[src/design/tm2_pkg.sv]
/*
 * Constants, field layouts and carrier types shared by the third timer/counter
 * and its machine-cycle phase generator.
 * Assumes the reference clock is the oscillator itself, so one machine cycle
 * spans twelve reference clock cycles.
 */
package tm2_pkg;

    // ------------------------------------------------------------------
    // Special-function addresses
    // ------------------------------------------------------------------
    localparam logic [7:0] TM2_ADDR_CTRL = 8'hc8;
    localparam logic [7:0] TM2_ADDR_MODE = 8'hc9;
    localparam logic [7:0] TM2_ADDR_RCAP_LO = 8'hca;
    localparam logic [7:0] TM2_ADDR_RCAP_HI = 8'hcb;
    localparam logic [7:0] TM2_ADDR_CNT_LO = 8'hcc;
    localparam logic [7:0] TM2_ADDR_CNT_HI = 8'hcd;

    // ------------------------------------------------------------------
    // Reset values and field layout
    // ------------------------------------------------------------------
    localparam logic [7:0] TM2_CTRL_RESET = 8'h00;
    localparam int TM2_MODE_WIDTH = 2;
    localparam logic [TM2_MODE_WIDTH-1:0] TM2_MODE_RESET = 2'h0;
    localparam int TM2_MODE_DOWN_COUNT_ENABLE_BIT = 0;
    localparam int TM2_MODE_OE_BIT = 1;
    localparam logic [15:0] TM2_CNT_MAX = 16'hffff;
    localparam logic [15:0] TM2_CNT_ZERO = 16'h0000;
    localparam logic [15:0] TM2_CNT_ONE = 16'h0001;
    localparam logic [7:0] TM2_BYTE_ZERO = 8'h00;

    // ------------------------------------------------------------------
    // Machine-cycle timing, phase index = (state - 1) * 2 + (phase - 1)
    // ------------------------------------------------------------------
    localparam int TM2_OSC_PER_MC = 12;
    localparam logic [3:0] TM2_PH_LAST = 4'(TM2_OSC_PER_MC - 1);
    localparam logic [3:0] TM2_PH_FIRST = 4'h0;
    localparam logic [3:0] TM2_PH_S3P1 = 4'h4;
    localparam logic [3:0] TM2_PH_S5P2 = 4'h9;

    // Control register, bit 7 first.
    typedef struct packed {
        logic ovf_flag;
        logic ext_flag;
        logic rx_clk_sel;
        logic tx_clk_sel;
        logic ext_enable;
        logic run;
        logic src_sel;
        logic cap_sel;
    } tm2_ctrl_type;

    // One special-function access from the core.
    typedef struct packed {
        logic wr;
        logic rd;
        logic [7:0] addr;
        logic [7:0] wdata;
    } tm2_sfr_req_type;

    // One-cycle timing enables.
    typedef struct packed {
        logic sample;
        logic update;
        logic state;
    } tm2_phase_type;

endpackage : tm2_pkg

[src/design/tm2_timer.sv]
/*
 * Third 16-bit timer/counter with capture, auto-reload (up or down) and
 * baud-rate generator modes, plus clock-out on the count pin.
 * Assumes the core drives one special-function access per cycle on ref_clk,
 * that count and trigger pins are asynchronous, and that the timer 1
 * overflow pulse comes from logic on ref_clk.
 */
//
// Behaviour
// - Count is low and high byte registers.
// - Timer function counts once per machine cycle.
// - Counter samples pin, counts on high-then-low.
// - Edge count appears at next cycle S3P1.
// - Control bits select reload, capture, baud, off.
// - Run bit starts and stops counting.
// - Source select picks timer or pin counting.
// - Overflow sets flag bit 7; software clears.
// - No overflow flag while serial clock selected.
// - Trigger edge with enable sets external flag.
// - External flag requests interrupt, not up/down.
// - Receive select routes overflows to receiver.
// - Transmit select routes overflows to transmitter.
// - External enable gates trigger edges, not baud.
// - Reload on overflow or trigger; capture alternative.
// - Serial clock mode forces reload, ignores capture.
// - Capture copies count into capture/reload pair.
// - Up-count overflow loads capture/reload pair.
// - Down enable resets zero; trigger sets direction.
`timescale 1ns/1ps
module tm2_timer
    import tm2_pkg::*;
(
    input wire logic ref_clk,
    input wire logic nrst,
    input tm2_sfr_req_type sfr_req,
    output logic [7:0] sfr_rdata,
    input wire logic count_pin_i,
    output logic count_pin_o,
    output logic count_pin_oe,
    input wire logic trigger_pin_i,
    input wire logic timer1_ovf,
    output logic timer_irq,
    output logic rx_clk_pulse,
    output logic tx_clk_pulse
);

    // ------------------------------------------------------------------
    // Decoding
    // ------------------------------------------------------------------

    function automatic logic tm2_wr_hit(input tm2_sfr_req_type r, input logic [7:0] a);
        return r.wr && (r.addr == a);
    endfunction : tm2_wr_hit

    tm2_phase_type ph;
    tm2_ctrl_type ctrl_q, ctrl_d;
    logic [TM2_MODE_WIDTH-1:0] mode_q, mode_d;
    logic [15:0] cnt_q, cnt_d;
    logic [15:0] rcap_q, rcap_d;
    logic cp_s1_q, cp_s2_q, tp_s1_q, tp_s2_q;
    logic cp_smp_q, cp_smp_d, tp_smp_q, tp_smp_d;
    logic cp_fall_q, cp_fall_d, tp_fall_q, tp_fall_d;
    logic [7:0] rdata_q, rdata_d;
    logic irq_q, irq_d, rx_q, rx_d, tx_q, tx_d, ck_q, ck_d, ckoe_q, ckoe_d;
    logic ctrl_wr, mode_wr, rlo_wr, rhi_wr, clo_wr, chi_wr;
    logic baud, down_count_enable, down_count_enable_act, ckout_act, up, tick, inc_en;
    logic ovf_evt, unf_evt, roll_evt, trig_evt, cap_evt, reload_trig;

    tm2_phase_gen u_phase (
        .ref_clk(ref_clk),
        .nrst(nrst),
        .phase(ph)
    );

    assign ctrl_wr = tm2_wr_hit(sfr_req, TM2_ADDR_CTRL);
    assign mode_wr = tm2_wr_hit(sfr_req, TM2_ADDR_MODE);
    assign rlo_wr = tm2_wr_hit(sfr_req, TM2_ADDR_RCAP_LO);
    assign rhi_wr = tm2_wr_hit(sfr_req, TM2_ADDR_RCAP_HI);
    assign clo_wr = tm2_wr_hit(sfr_req, TM2_ADDR_CNT_LO);
    assign chi_wr = tm2_wr_hit(sfr_req, TM2_ADDR_CNT_HI);

    // ------------------------------------------------------------------
    // Mode selection and count events
    // ------------------------------------------------------------------

    // Either serial select overrides capture select; up/down only in reload.
    assign baud = ctrl_q.rx_clk_sel | ctrl_q.tx_clk_sel;
    assign down_count_enable = mode_q[TM2_MODE_DOWN_COUNT_ENABLE_BIT];
    assign down_count_enable_act = down_count_enable && !baud && !ctrl_q.cap_sel;
    assign ckout_act = mode_q[TM2_MODE_OE_BIT] && !ctrl_q.src_sel;
    assign up = !down_count_enable_act || tp_smp_q;

    // Pin edges land at S3P1; baud and clock-out time at every state time.
    always_comb begin
        if (ctrl_q.src_sel) begin
            tick = ph.update && cp_fall_q;
        end else if (baud || ckout_act) begin
            tick = ph.state;
        end else begin
            tick = ph.update;
        end
    end

    assign inc_en = ctrl_q.run && tick;
    assign ovf_evt = inc_en && up && (cnt_q == TM2_CNT_MAX);
    assign unf_evt = inc_en && !up && (cnt_q == rcap_q);
    assign roll_evt = ovf_evt || unf_evt;
    // The trigger pin is a direction input under up/down counting.
    assign trig_evt = ph.update && tp_fall_q && ctrl_q.ext_enable && !down_count_enable_act;
    assign cap_evt = trig_evt && ctrl_q.cap_sel && !baud;
    assign reload_trig = trig_evt && !ctrl_q.cap_sel && !baud;

    // ------------------------------------------------------------------
    // Pin synchronisers and machine-cycle samples
    // ------------------------------------------------------------------

    // A falling edge is armed at S5P2 and consumed at the next S3P1.
    always_comb begin
        cp_smp_d = cp_smp_q;
        tp_smp_d = tp_smp_q;
        cp_fall_d = cp_fall_q;
        tp_fall_d = tp_fall_q;
        if (ph.sample) begin
            cp_smp_d = cp_s2_q;
            tp_smp_d = tp_s2_q;
            cp_fall_d = cp_smp_q && !cp_s2_q;
            tp_fall_d = tp_smp_q && !tp_s2_q;
        end else if (ph.update) begin
            cp_fall_d = 1'b0;
            tp_fall_d = 1'b0;
        end
    end

    // Samples start high so a pin held low at reset reads as one falling edge.
    always_ff @(posedge ref_clk) begin
        if (!nrst) begin
            cp_s1_q <= 1'b1;
            cp_s2_q <= 1'b1;
            tp_s1_q <= 1'b1;
            tp_s2_q <= 1'b1;
            cp_smp_q <= 1'b1;
            tp_smp_q <= 1'b1;
            cp_fall_q <= 1'b0;
            tp_fall_q <= 1'b0;
        end else begin
            cp_s1_q <= count_pin_i;
            cp_s2_q <= cp_s1_q;
            tp_s1_q <= trigger_pin_i;
            tp_s2_q <= tp_s1_q;
            cp_smp_q <= cp_smp_d;
            tp_smp_q <= tp_smp_d;
            cp_fall_q <= cp_fall_d;
            tp_fall_q <= tp_fall_d;
        end
    end

    // ------------------------------------------------------------------
    // Register file, count and capture/reload state
    // ------------------------------------------------------------------

    // Hardware flag sets are applied after the write so an event is never lost.
    always_comb begin
        ctrl_d = ctrl_q;
        mode_d = mode_q;
        cnt_d = cnt_q;
        rcap_d = rcap_q;
        if (ctrl_wr) begin
            ctrl_d = tm2_ctrl_type'(sfr_req.wdata);
        end
        if (mode_wr) begin
            mode_d = sfr_req.wdata[TM2_MODE_WIDTH-1:0];
        end
        if (rlo_wr) begin
            rcap_d[7:0] = sfr_req.wdata;
        end
        if (rhi_wr) begin
            rcap_d[15:8] = sfr_req.wdata;
        end
        if (cap_evt) begin
            rcap_d = cnt_q;
        end
        if (unf_evt) begin
            cnt_d = TM2_CNT_MAX;
        end else if (ovf_evt) begin
            cnt_d = (baud || !ctrl_q.cap_sel) ? rcap_q : TM2_CNT_ZERO;
        end else if (inc_en) begin
            cnt_d = up ? cnt_q + TM2_CNT_ONE : cnt_q - TM2_CNT_ONE;
        end
        if (reload_trig) begin
            cnt_d = rcap_q;
        end
        if (clo_wr) begin
            cnt_d[7:0] = sfr_req.wdata;
        end
        if (chi_wr) begin
            cnt_d[15:8] = sfr_req.wdata;
        end
        if (roll_evt && !baud && !ckout_act) begin
            ctrl_d.ovf_flag = 1'b1;
        end
        if (roll_evt && down_count_enable_act) begin
            ctrl_d.ext_flag = !ctrl_q.ext_flag;
        end else if (trig_evt) begin
            ctrl_d.ext_flag = 1'b1;
        end
    end

    always_ff @(posedge ref_clk) begin
        if (!nrst) begin
            ctrl_q <= tm2_ctrl_type'(TM2_CTRL_RESET);
            mode_q <= TM2_MODE_RESET;
            cnt_q <= TM2_CNT_ZERO;
            rcap_q <= TM2_CNT_ZERO;
        end else begin
            ctrl_q <= ctrl_d;
            mode_q <= mode_d;
            cnt_q <= cnt_d;
            rcap_q <= rcap_d;
        end
    end

    // ------------------------------------------------------------------
    // Read data, interrupt, serial clocks and clock-out
    // ------------------------------------------------------------------

    // Unmapped addresses and reserved mode bits read as zero.
    always_comb begin
        rdata_d = TM2_BYTE_ZERO;
        if (sfr_req.rd) begin
            unique case (sfr_req.addr)
                TM2_ADDR_CTRL: rdata_d = ctrl_q;
                TM2_ADDR_MODE: rdata_d = {6'h00, mode_q};
                TM2_ADDR_RCAP_LO: rdata_d = rcap_q[7:0];
                TM2_ADDR_RCAP_HI: rdata_d = rcap_q[15:8];
                TM2_ADDR_CNT_LO: rdata_d = cnt_q[7:0];
                TM2_ADDR_CNT_HI: rdata_d = cnt_q[15:8];
                default: rdata_d = TM2_BYTE_ZERO;
            endcase
        end
        irq_d = ctrl_q.ovf_flag || (ctrl_q.ext_flag && !down_count_enable);
        rx_d = ctrl_q.rx_clk_sel ? ovf_evt : timer1_ovf;
        tx_d = ctrl_q.tx_clk_sel ? ovf_evt : timer1_ovf;
        ckoe_d = ckout_act;
        ck_d = (ckout_act && ovf_evt) ? !ck_q : ck_q;
    end

    always_ff @(posedge ref_clk) begin
        if (!nrst) begin
            rdata_q <= TM2_BYTE_ZERO;
            irq_q <= 1'b0;
            rx_q <= 1'b0;
            tx_q <= 1'b0;
            ck_q <= 1'b0;
            ckoe_q <= 1'b0;
        end else begin
            rdata_q <= rdata_d;
            irq_q <= irq_d;
            rx_q <= rx_d;
            tx_q <= tx_d;
            ck_q <= ck_d;
            ckoe_q <= ckoe_d;
        end
    end

    assign sfr_rdata = rdata_q;
    assign timer_irq = irq_q;
    assign rx_clk_pulse = rx_q;
    assign tx_clk_pulse = tx_q;
    assign count_pin_o = ck_q;
    assign count_pin_oe = ckoe_q;
endmodule : tm2_timer

[src/design/tm2_phase_gen.sv]
/*
 * Machine-cycle phase generator: divides the oscillator clock into the
 * twelve phases of a machine cycle and emits one-cycle enables.
 * Assumes ref_clk is the oscillator and nrst is synchronous, active low.
 */
`timescale 1ns/1ps
module tm2_phase_gen
    import tm2_pkg::*;
(
    input wire logic ref_clk,
    input wire logic nrst,
    output tm2_phase_type phase
);

    logic [3:0] ph_q;
    logic [3:0] ph_d;
    tm2_phase_type out_q;
    tm2_phase_type out_d;

    // ------------------------------------------------------------------
    // Phase counter and decoded enables
    // ------------------------------------------------------------------

    // Enables are decoded one phase early so they leave a flip-flop.
    always_comb begin
        ph_d = (ph_q == TM2_PH_LAST) ? TM2_PH_FIRST : ph_q + 4'h1;
        out_d.sample = (ph_d == TM2_PH_S5P2);
        out_d.update = (ph_d == TM2_PH_S3P1);
        out_d.state = ph_d[0]; // Second phase of every state time.
    end

    // Registers only.
    always_ff @(posedge ref_clk) begin
        if (!nrst) begin
            ph_q <= TM2_PH_FIRST;
            out_q <= '0;
        end else begin
            ph_q <= ph_d;
            out_q <= out_d;
        end
    end

    assign phase = out_q;

endmodule : tm2_phase_gen

[config.mk]
export PLATFORM = sky130hd
export DESIGN_NAME = tm2_timer
export DESIGN_NICKNAME = d
export VERILOG_FILES = /design/src/design/tm2_pkg.sv /design/src/design/tm2_timer.sv /design/src/design/tm2_phase_gen.sv
export SDC_FILE = /design/constraint.sdc
export NUM_CORES = 1
export LEC_CHECK = 0
export BUFFER_PORTS_ARGS = -buffer_cell sky130_fd_sc_hd__buf_2
export CAP_MARGIN = 20
export CORE_UTILIZATION = 54
export DETAILED_ROUTE_END_ITERATION = 7
export PLACE_DENSITY = 0.86
export SLEW_MARGIN = 20
export SYNTH_ARGS = -nofsm -noshare
export SYNTH_HDL_FRONTEND = slang
export SYNTH_HIERARCHICAL = 1
export SYNTH_SLANG_ARGS = --single-unit
[constraint.sdc]
create_clock -name ref_clk -period 2.75 [get_ports ref_clk]
set_clock_uncertainty 0.15 [all_clocks]
set_input_delay 0.275 -clock ref_clk [delete_from_list [all_inputs] [get_ports ref_clk]]
set_output_delay 0.275 -clock ref_clk [all_outputs]
set_load 0.02 [all_outputs]
# --- Word-level counts from Yosys, hierarchy flattened ---
# Cells that the tools add are included.
op_classes:
  add_sub_neg: 3
  n_eq_ne: 11
  muxes: 24
  n_bitwise: 1
  reduce_logical: 53
ops:
  columns: ["cell", "n"]
  rows:
  - ["$mux W16", 7]
  - ["$eq A8 B8 Y1 const B", 6]
  - ["$pmux W8 S6", 1]
  - ["$mux W8", 5]
  - ["$logic_and A1 B1 Y1", 29]
  - ["$add A16 B1 Y16 const B", 1]
  - ["$eq A16 B16 Y1", 1]
  - ["$eq A16 B16 Y1 const B", 1]
  - ["$sub A16 B1 Y16 const B", 1]
  - ["$logic_not A1 Y1", 11]
  - ["$mux W1", 10]
  - ["$reduce_bool A5 Y1", 2]
  - ["$eq A4 B4 Y1 const B", 2]
  - ["$reduce_bool A2 Y1", 4]
  - ["$logic_or A1 B1 Y1", 5]
  - ["$add A4 B1 Y4 const B", 1]
  - ["$eq A4 B3 Y1 const B", 1]
  - ["$mux W4", 1]
  - ["$reduce_bool A3 Y1", 1]
  - ["$reduce_and A2 Y1", 1]
  - ["$or A1 B1 Y1", 1]
word_totals:
  register_bits: 70
  inputBits: 23
  output_inout_bits: 13
  word_cells: 123

# --- Logic depth before layout (Yosys ltp) ---
depth:
  depth_word: 13
  mapped_depth: 12
  depth_no_buf: 11

# --- Cells and area by module ---
# Netlist, hierarchy kept.
by_module_without_submodules:
  columns: ["mod", "instances", "cells_each", "area_per_inst_um2", "seq_area_each_um2"]
  rows:
  - ["tm2_timer", 1, 497, 3940.0, 1261.2]
  - ["tm2_phase_gen", 1, 29, 271.5, 120.1]

# --- Least setup slack after synthesis ---
# Ideal clock, no wire load.
synth_path:
  kind: "register to register"
  startpoint: "reg ctrl_q[0] (netlist bit)"
  endpoint: "reg cnt_q[14]"
  setup_ps: 74
  t_arrival_ps: 2714
  required_time_ps: 2526
  path_slack_ps: -189
  stages_incl_launch_ff: 12
  n_path_buf: 0
  period_less_slack_ps: 2939
  path_cell_list: "dfxtp_1 nor4b_1 nand2_1 xnor2_1 ha_1 nor2_1 nand2_1 a21o_1 o221ai_1 mux2i_1 or3_1 a31oi_1"
synth_via:
  elab_chain_cells: 10
  word_cells_on_any_way: 21
  cone_classes: "7 x mux; 14 x reduce/logical"
synth_lines:
  columns: ["element", "line", "source"]
  rows:
  - ["start, declared", "tm2_timer.sv:56", "tm2_ctrl_type ctrl_q, ctrl_d;"]
  - ["start signal, assigned", "tm2_timer.sv:210", "ctrl_q <= tm2_ctrl_type'(TM2_CTRL_RESET);"]
  - ["start signal, assigned", "tm2_timer.sv:215", "ctrl_q <= ctrl_d;"]
  - ["$logic_not A1 Y1 *", "tm2_timer.sv:89, tm2_timer.sv:111, tm2_timer.sv:185", null]
  - ["$logic_and A1 B1 Y1", "tm2_timer.sv:89", "assign down_count_enable_act = down_count_enable && !baud && !ctrl_q.cap_sel;"]
  - ["$logic_not A1 Y1", "tm2_timer.sv:91, tm2_timer.sv:109", null]
  - ["$logic_or A1 B1 Y1", "tm2_timer.sv:91", "assign up = !down_count_enable_act || tp_smp_q;"]
  - ["$mux W16 (tied with other cells)", "tm2_timer.sv:187", "cnt_d = up ? cnt_q + TM2_CNT_ONE : cnt_q - TM2_CNT_ONE;"]
  - ["$mux W16 (tied with other cells)", "tm2_timer.sv:186", "end else if (inc_en) begin"]
  - ["$mux W16 or $logic_and A1 B1 Y1 (tied branches)", "tm2_timer.sv:184, tm2_timer.sv:106", null]
  - ["$mux W16", "tm2_timer.sv:182", "if (unf_evt) begin"]
  - ["$mux W16", "tm2_timer.sv:189", "if (reload_trig) begin"]
  - ["$mux W8", "tm2_timer.sv:195", "if (chi_wr) begin"]
  - ["end signal, assigned", "tm2_timer.sv:217", "cnt_q <= cnt_d;"]
  - ["end, declared", "tm2_timer.sv:58", "logic [15:0] cnt_q, cnt_d;"]
# Every way passes the cells marked *; elsewhere a longest branch is shown, timed or not. The select of a mux whose other input is x is not followed.
# A chain may end at the register's enable or synchronous reset.

# --- Final worst setup path ---
layout_path:
  startpoint: "reg ctrl_q[5] (netlist bit)"
  endpoint: "reg cnt_q[0]"
layout_via:
  elab_chain_cells: 12
  word_cells_on_any_way: 27
  cone_classes: "9 x mux; 1 x bitwise; 17 x reduce/logical"
layout_lines:
  columns: ["element", "line", "source"]
  rows:
  - ["$or A1 B1 Y1 *", "tm2_timer.sv:87", "assign baud = ctrl_q.rx_clk_sel | ctrl_q.tx_clk_sel;"]
  - ["$logic_not A1 Y1", "tm2_timer.sv:89, tm2_timer.sv:111", null]
  - ["$logic_and A1 B1 Y1 (2 in a row)", "tm2_timer.sv:89", null]
  - ["$logic_not A1 Y1", "tm2_timer.sv:91, tm2_timer.sv:109", null]
  - ["$logic_or A1 B1 Y1", "tm2_timer.sv:91", null]
  - ["$mux W16 (tied with other cells)", "tm2_timer.sv:187", null]
  - ["$mux W16 (tied with other cells)", "tm2_timer.sv:186", null]
  - ["$mux W16 or $logic_and A1 B1 Y1 (tied branches)", "tm2_timer.sv:184, tm2_timer.sv:106", null]
  - ["$mux W16", "tm2_timer.sv:182", null]
  - ["$mux W16", "tm2_timer.sv:189", null]
  - ["$mux W8", "tm2_timer.sv:192", "if (clo_wr) begin"]
# Marks and branches as above.

==> reports/summary.txt <==
CTS sink count: 69
Final period util: 96.9%
EDFF count, synth: 0
Critical Path Fanout Max: 8
Flops & latches, synth: 69
Main synth FF type: dfxtp_1
Syn Nets: 552
Drt total wl: 15,300 um
Clock Path Buffers: 2
Outcome: completed
Hold_ws: 0.0273 ns
Cell variety after synth: 63
Clock latency on the worst-skew pair: 0.36 ns
Type of the most critical hold path: primary input to register
Fin nets: 611
Fillers: 629
Startpoint Class: register
Worst EP required: 2.83 ns
Vias in the first global route: 4,435
Post-synthesis instance area: 4210 um^2
Rows: 31
Unrepaired setup endpoints after global routing: no
Most frequent cells in the layout: 68 x dfxtp_1, 55 x buf_4, 44 x nor2_1, 37 x nand2_1, 35 x buf_2
Largest net degree at the start of global routing: 40
Maximum VDD drop: 0.418 mV
CTS tree: yes
Fin. Hold Viols: 0
Syn Inst Count: 526
Vias per cell: 6.72
Residual DRC: 0
Multi-input gate area: 2620 um^2
Commonest non-fill, non-tap cell in the layout: dfxtp_1
Total track usage: 38.2%
Worst Path Arrival: 2.75 ns
Vias: 4,631
H-tree depth: 3
CTS Buf Count: 9
Die X-Extent: 90.3 um
Sequential-to-total area share from yosys stat: 32.8%
Fin. max-slew vios: 0
Chip Height: 90.3 um
Worst Max-Slew Pin Slew: 0.704 ns
Worst Setup End Kind: register
Initial core utilization: 56.8%
Hpwl dp: 11,300 um
Die ar.: 8160 um^2
RePlAce Congestion: 1.03
Worst slew margin: 53.1%
FF/Latch Area: 1380 um^2
Max frequency: 0.375 GHz
Final ANT Viol Nets: 0
Setup violators final: 0
I/O Pins: 36
Warnings from Yosys: 6
PnR worst setup slack: 0.0865 ns
Min Tclk post-route: 2.66 ns
Setup_tns: 0 ns
Avg WL per Cell: 22.2 um
Avg Cell Area, Syn: 8.01 um^2
Core area: 7410 um^2
Diode count: 0
Clock root buffer: clkbuf_8
Buf/Inv on CP: 2
Critical-path cell list: buf_4 -> or2_2 -> or4_2 -> nand2_1 -> buf_4 -> nand2_1 -> a211oi_1 -> nor3_1
Async SR Flop Fraction: 0%
First DRT Iteration DRCs: 611
First-pass GRT wire length: 23,800 um
Final Power: 2.07 mW
Crit-path leading delay family: simple AND/OR/NAND/NOR gates
Worst path slowest cell: or4_2
Area Growth Syn to Fin: 18.9%
Total gr overflow: 0
Leakage power: 2.05 nW
Final Non-Filler Cells: 689
Max-cap viol count: 0
PD cells: 413 nW/um^2
Drt first pass iters: 7
Clk slew on worst S/H paths: 0.08 ns
I/O Buffers: 35
Initial antenna violation count: 0
Cells after DPL: 671
Crit Path Class: register to register
CP max stage delay: 0.69 ns
Post-place setup slack: 0.0384 ns
Share of cells above drive strength 1: 21.9%
[timing repair]
item,in CTS,in global routing
resized for setup,0,9
hold buffers,2,0
setup buffers,0,0
setup endpoints to repair,0,15
endpoints found under the hold margin,2,0
[per-layer routing]
metal  GRT usage [%]  routed length [um]  up-vias
li1                -                   -     2079
met1            48.4                5840     2139
met2            60.3                6870      358
met3            10.5                1960       55
met4            17.5                 629        0
met5               0                   0        -
[path summary, 6_finish.rpt]
path	startpoint	to	slack, ns	cells after the start
worst max register to register	ctrl_q[5]	cnt_q[0]	0.09	8
worst max-delay path	ctrl_q[5]	cnt_q[0]	0.09	8
worst min register to register	cp_s1_q	cp_s2_q	0.26	1
worst min-delay path	timer1_ovf	rx_clk_pulse	0.03	3
[sequential cells by signal, summed over array words and instances (netlist names), 2 cells and up]
register,flops
cnt_q,16
ctrl_q,8
mode_q,2
rcap_q,16
sfr_rdata,8
u_phase/ph_q,4
u_phase/phase,2
[power by group]
part	switching (mW)	internal [mW]
clock	0.428	0.515
combinational	0.0699	0.0379
sequential	0.00947	1.01
[stage by stage]
step,utilization (%),area (um^2)
6_report,67.6,5010
3_5_place_dp,63.9,4730
5_1_grt,67.6,5010
2_1_floorplan,-,4220
3_3_place_gp,63.9,4730
4_1_cts,67.2,4980
[worst min-delay path, stage by stage]
cell,delay [ns]
buf_2,0.09
mux2i_1,0.06
nor2_1,0.07
[synthesized netlist by cell type, types with 2 or more instances]
library cell	instances	area, um^2
o31ai_1	4	30.0
o211ai_1	10	75.1
nand3_1	29	145
nand4_1	7	43.8
ha_1	3	37.5
xnor2_1	11	96.3
o21ai_0	16	80.1
a211oi_1	21	158
and4_1	5	43.8
or3_1	6	37.5
xor2_1	20	175
clkbuf_1	33	124
nand2_1	38	143
nand2b_1	5	31.3
and3_1	7	43.8
a22oi_1	11	82.6
buf_6	2	22.5
o221ai_1	3	26.3
a31oi_1	14	87.6
dfxtp_1	69	1380
nand3b_1	2	15.0
buf_4	3	22.5
a222oi_1	6	60.1
mux2i_1	26	260
nor4b_2	2	30.0
or2_2	2	12.5
nor3_1	19	95.1
and2_1	7	43.8
buf_2	4	20.0
nor2_1	46	173
buf_1	2	7.51
inv_1	13	48.8
a21o_1	4	30.0
a221oi_1	6	52.6
nor4_1	10	62.6
o31a_1	2	17.5
a21oi_1	32	160
[cells by family (layout without fill, tap and decap cells)]
family / after synthesis / in the layout / synth area share, %
xor gates and xnor gates: 31 / 31 / 6.45
DFF: 69 / 69 / 32.8
adders and majority gates: 3 / 3 / 0.891
AOI/OAI and AO/OA: 140 / 140 / 22.7
and+or+nand+nor: 199 / 199 / 25.1
buffers and inverters: 58 / 122 / 5.91
muxes: 26 / 26 / 6.18
[area by class of cell]
cell class | count | share of cell area (%)
multi-input combinational | 399 | 52.3
inverter | 14 | 1.05
timing repair buffer | 92 | 12.1
sequential | 69 | 27.6
clock buffer | 9 | 2.47
tap | 99 | 2.47
clock inverter | 7 | 1.97
(Power assumes the default switching activity.)
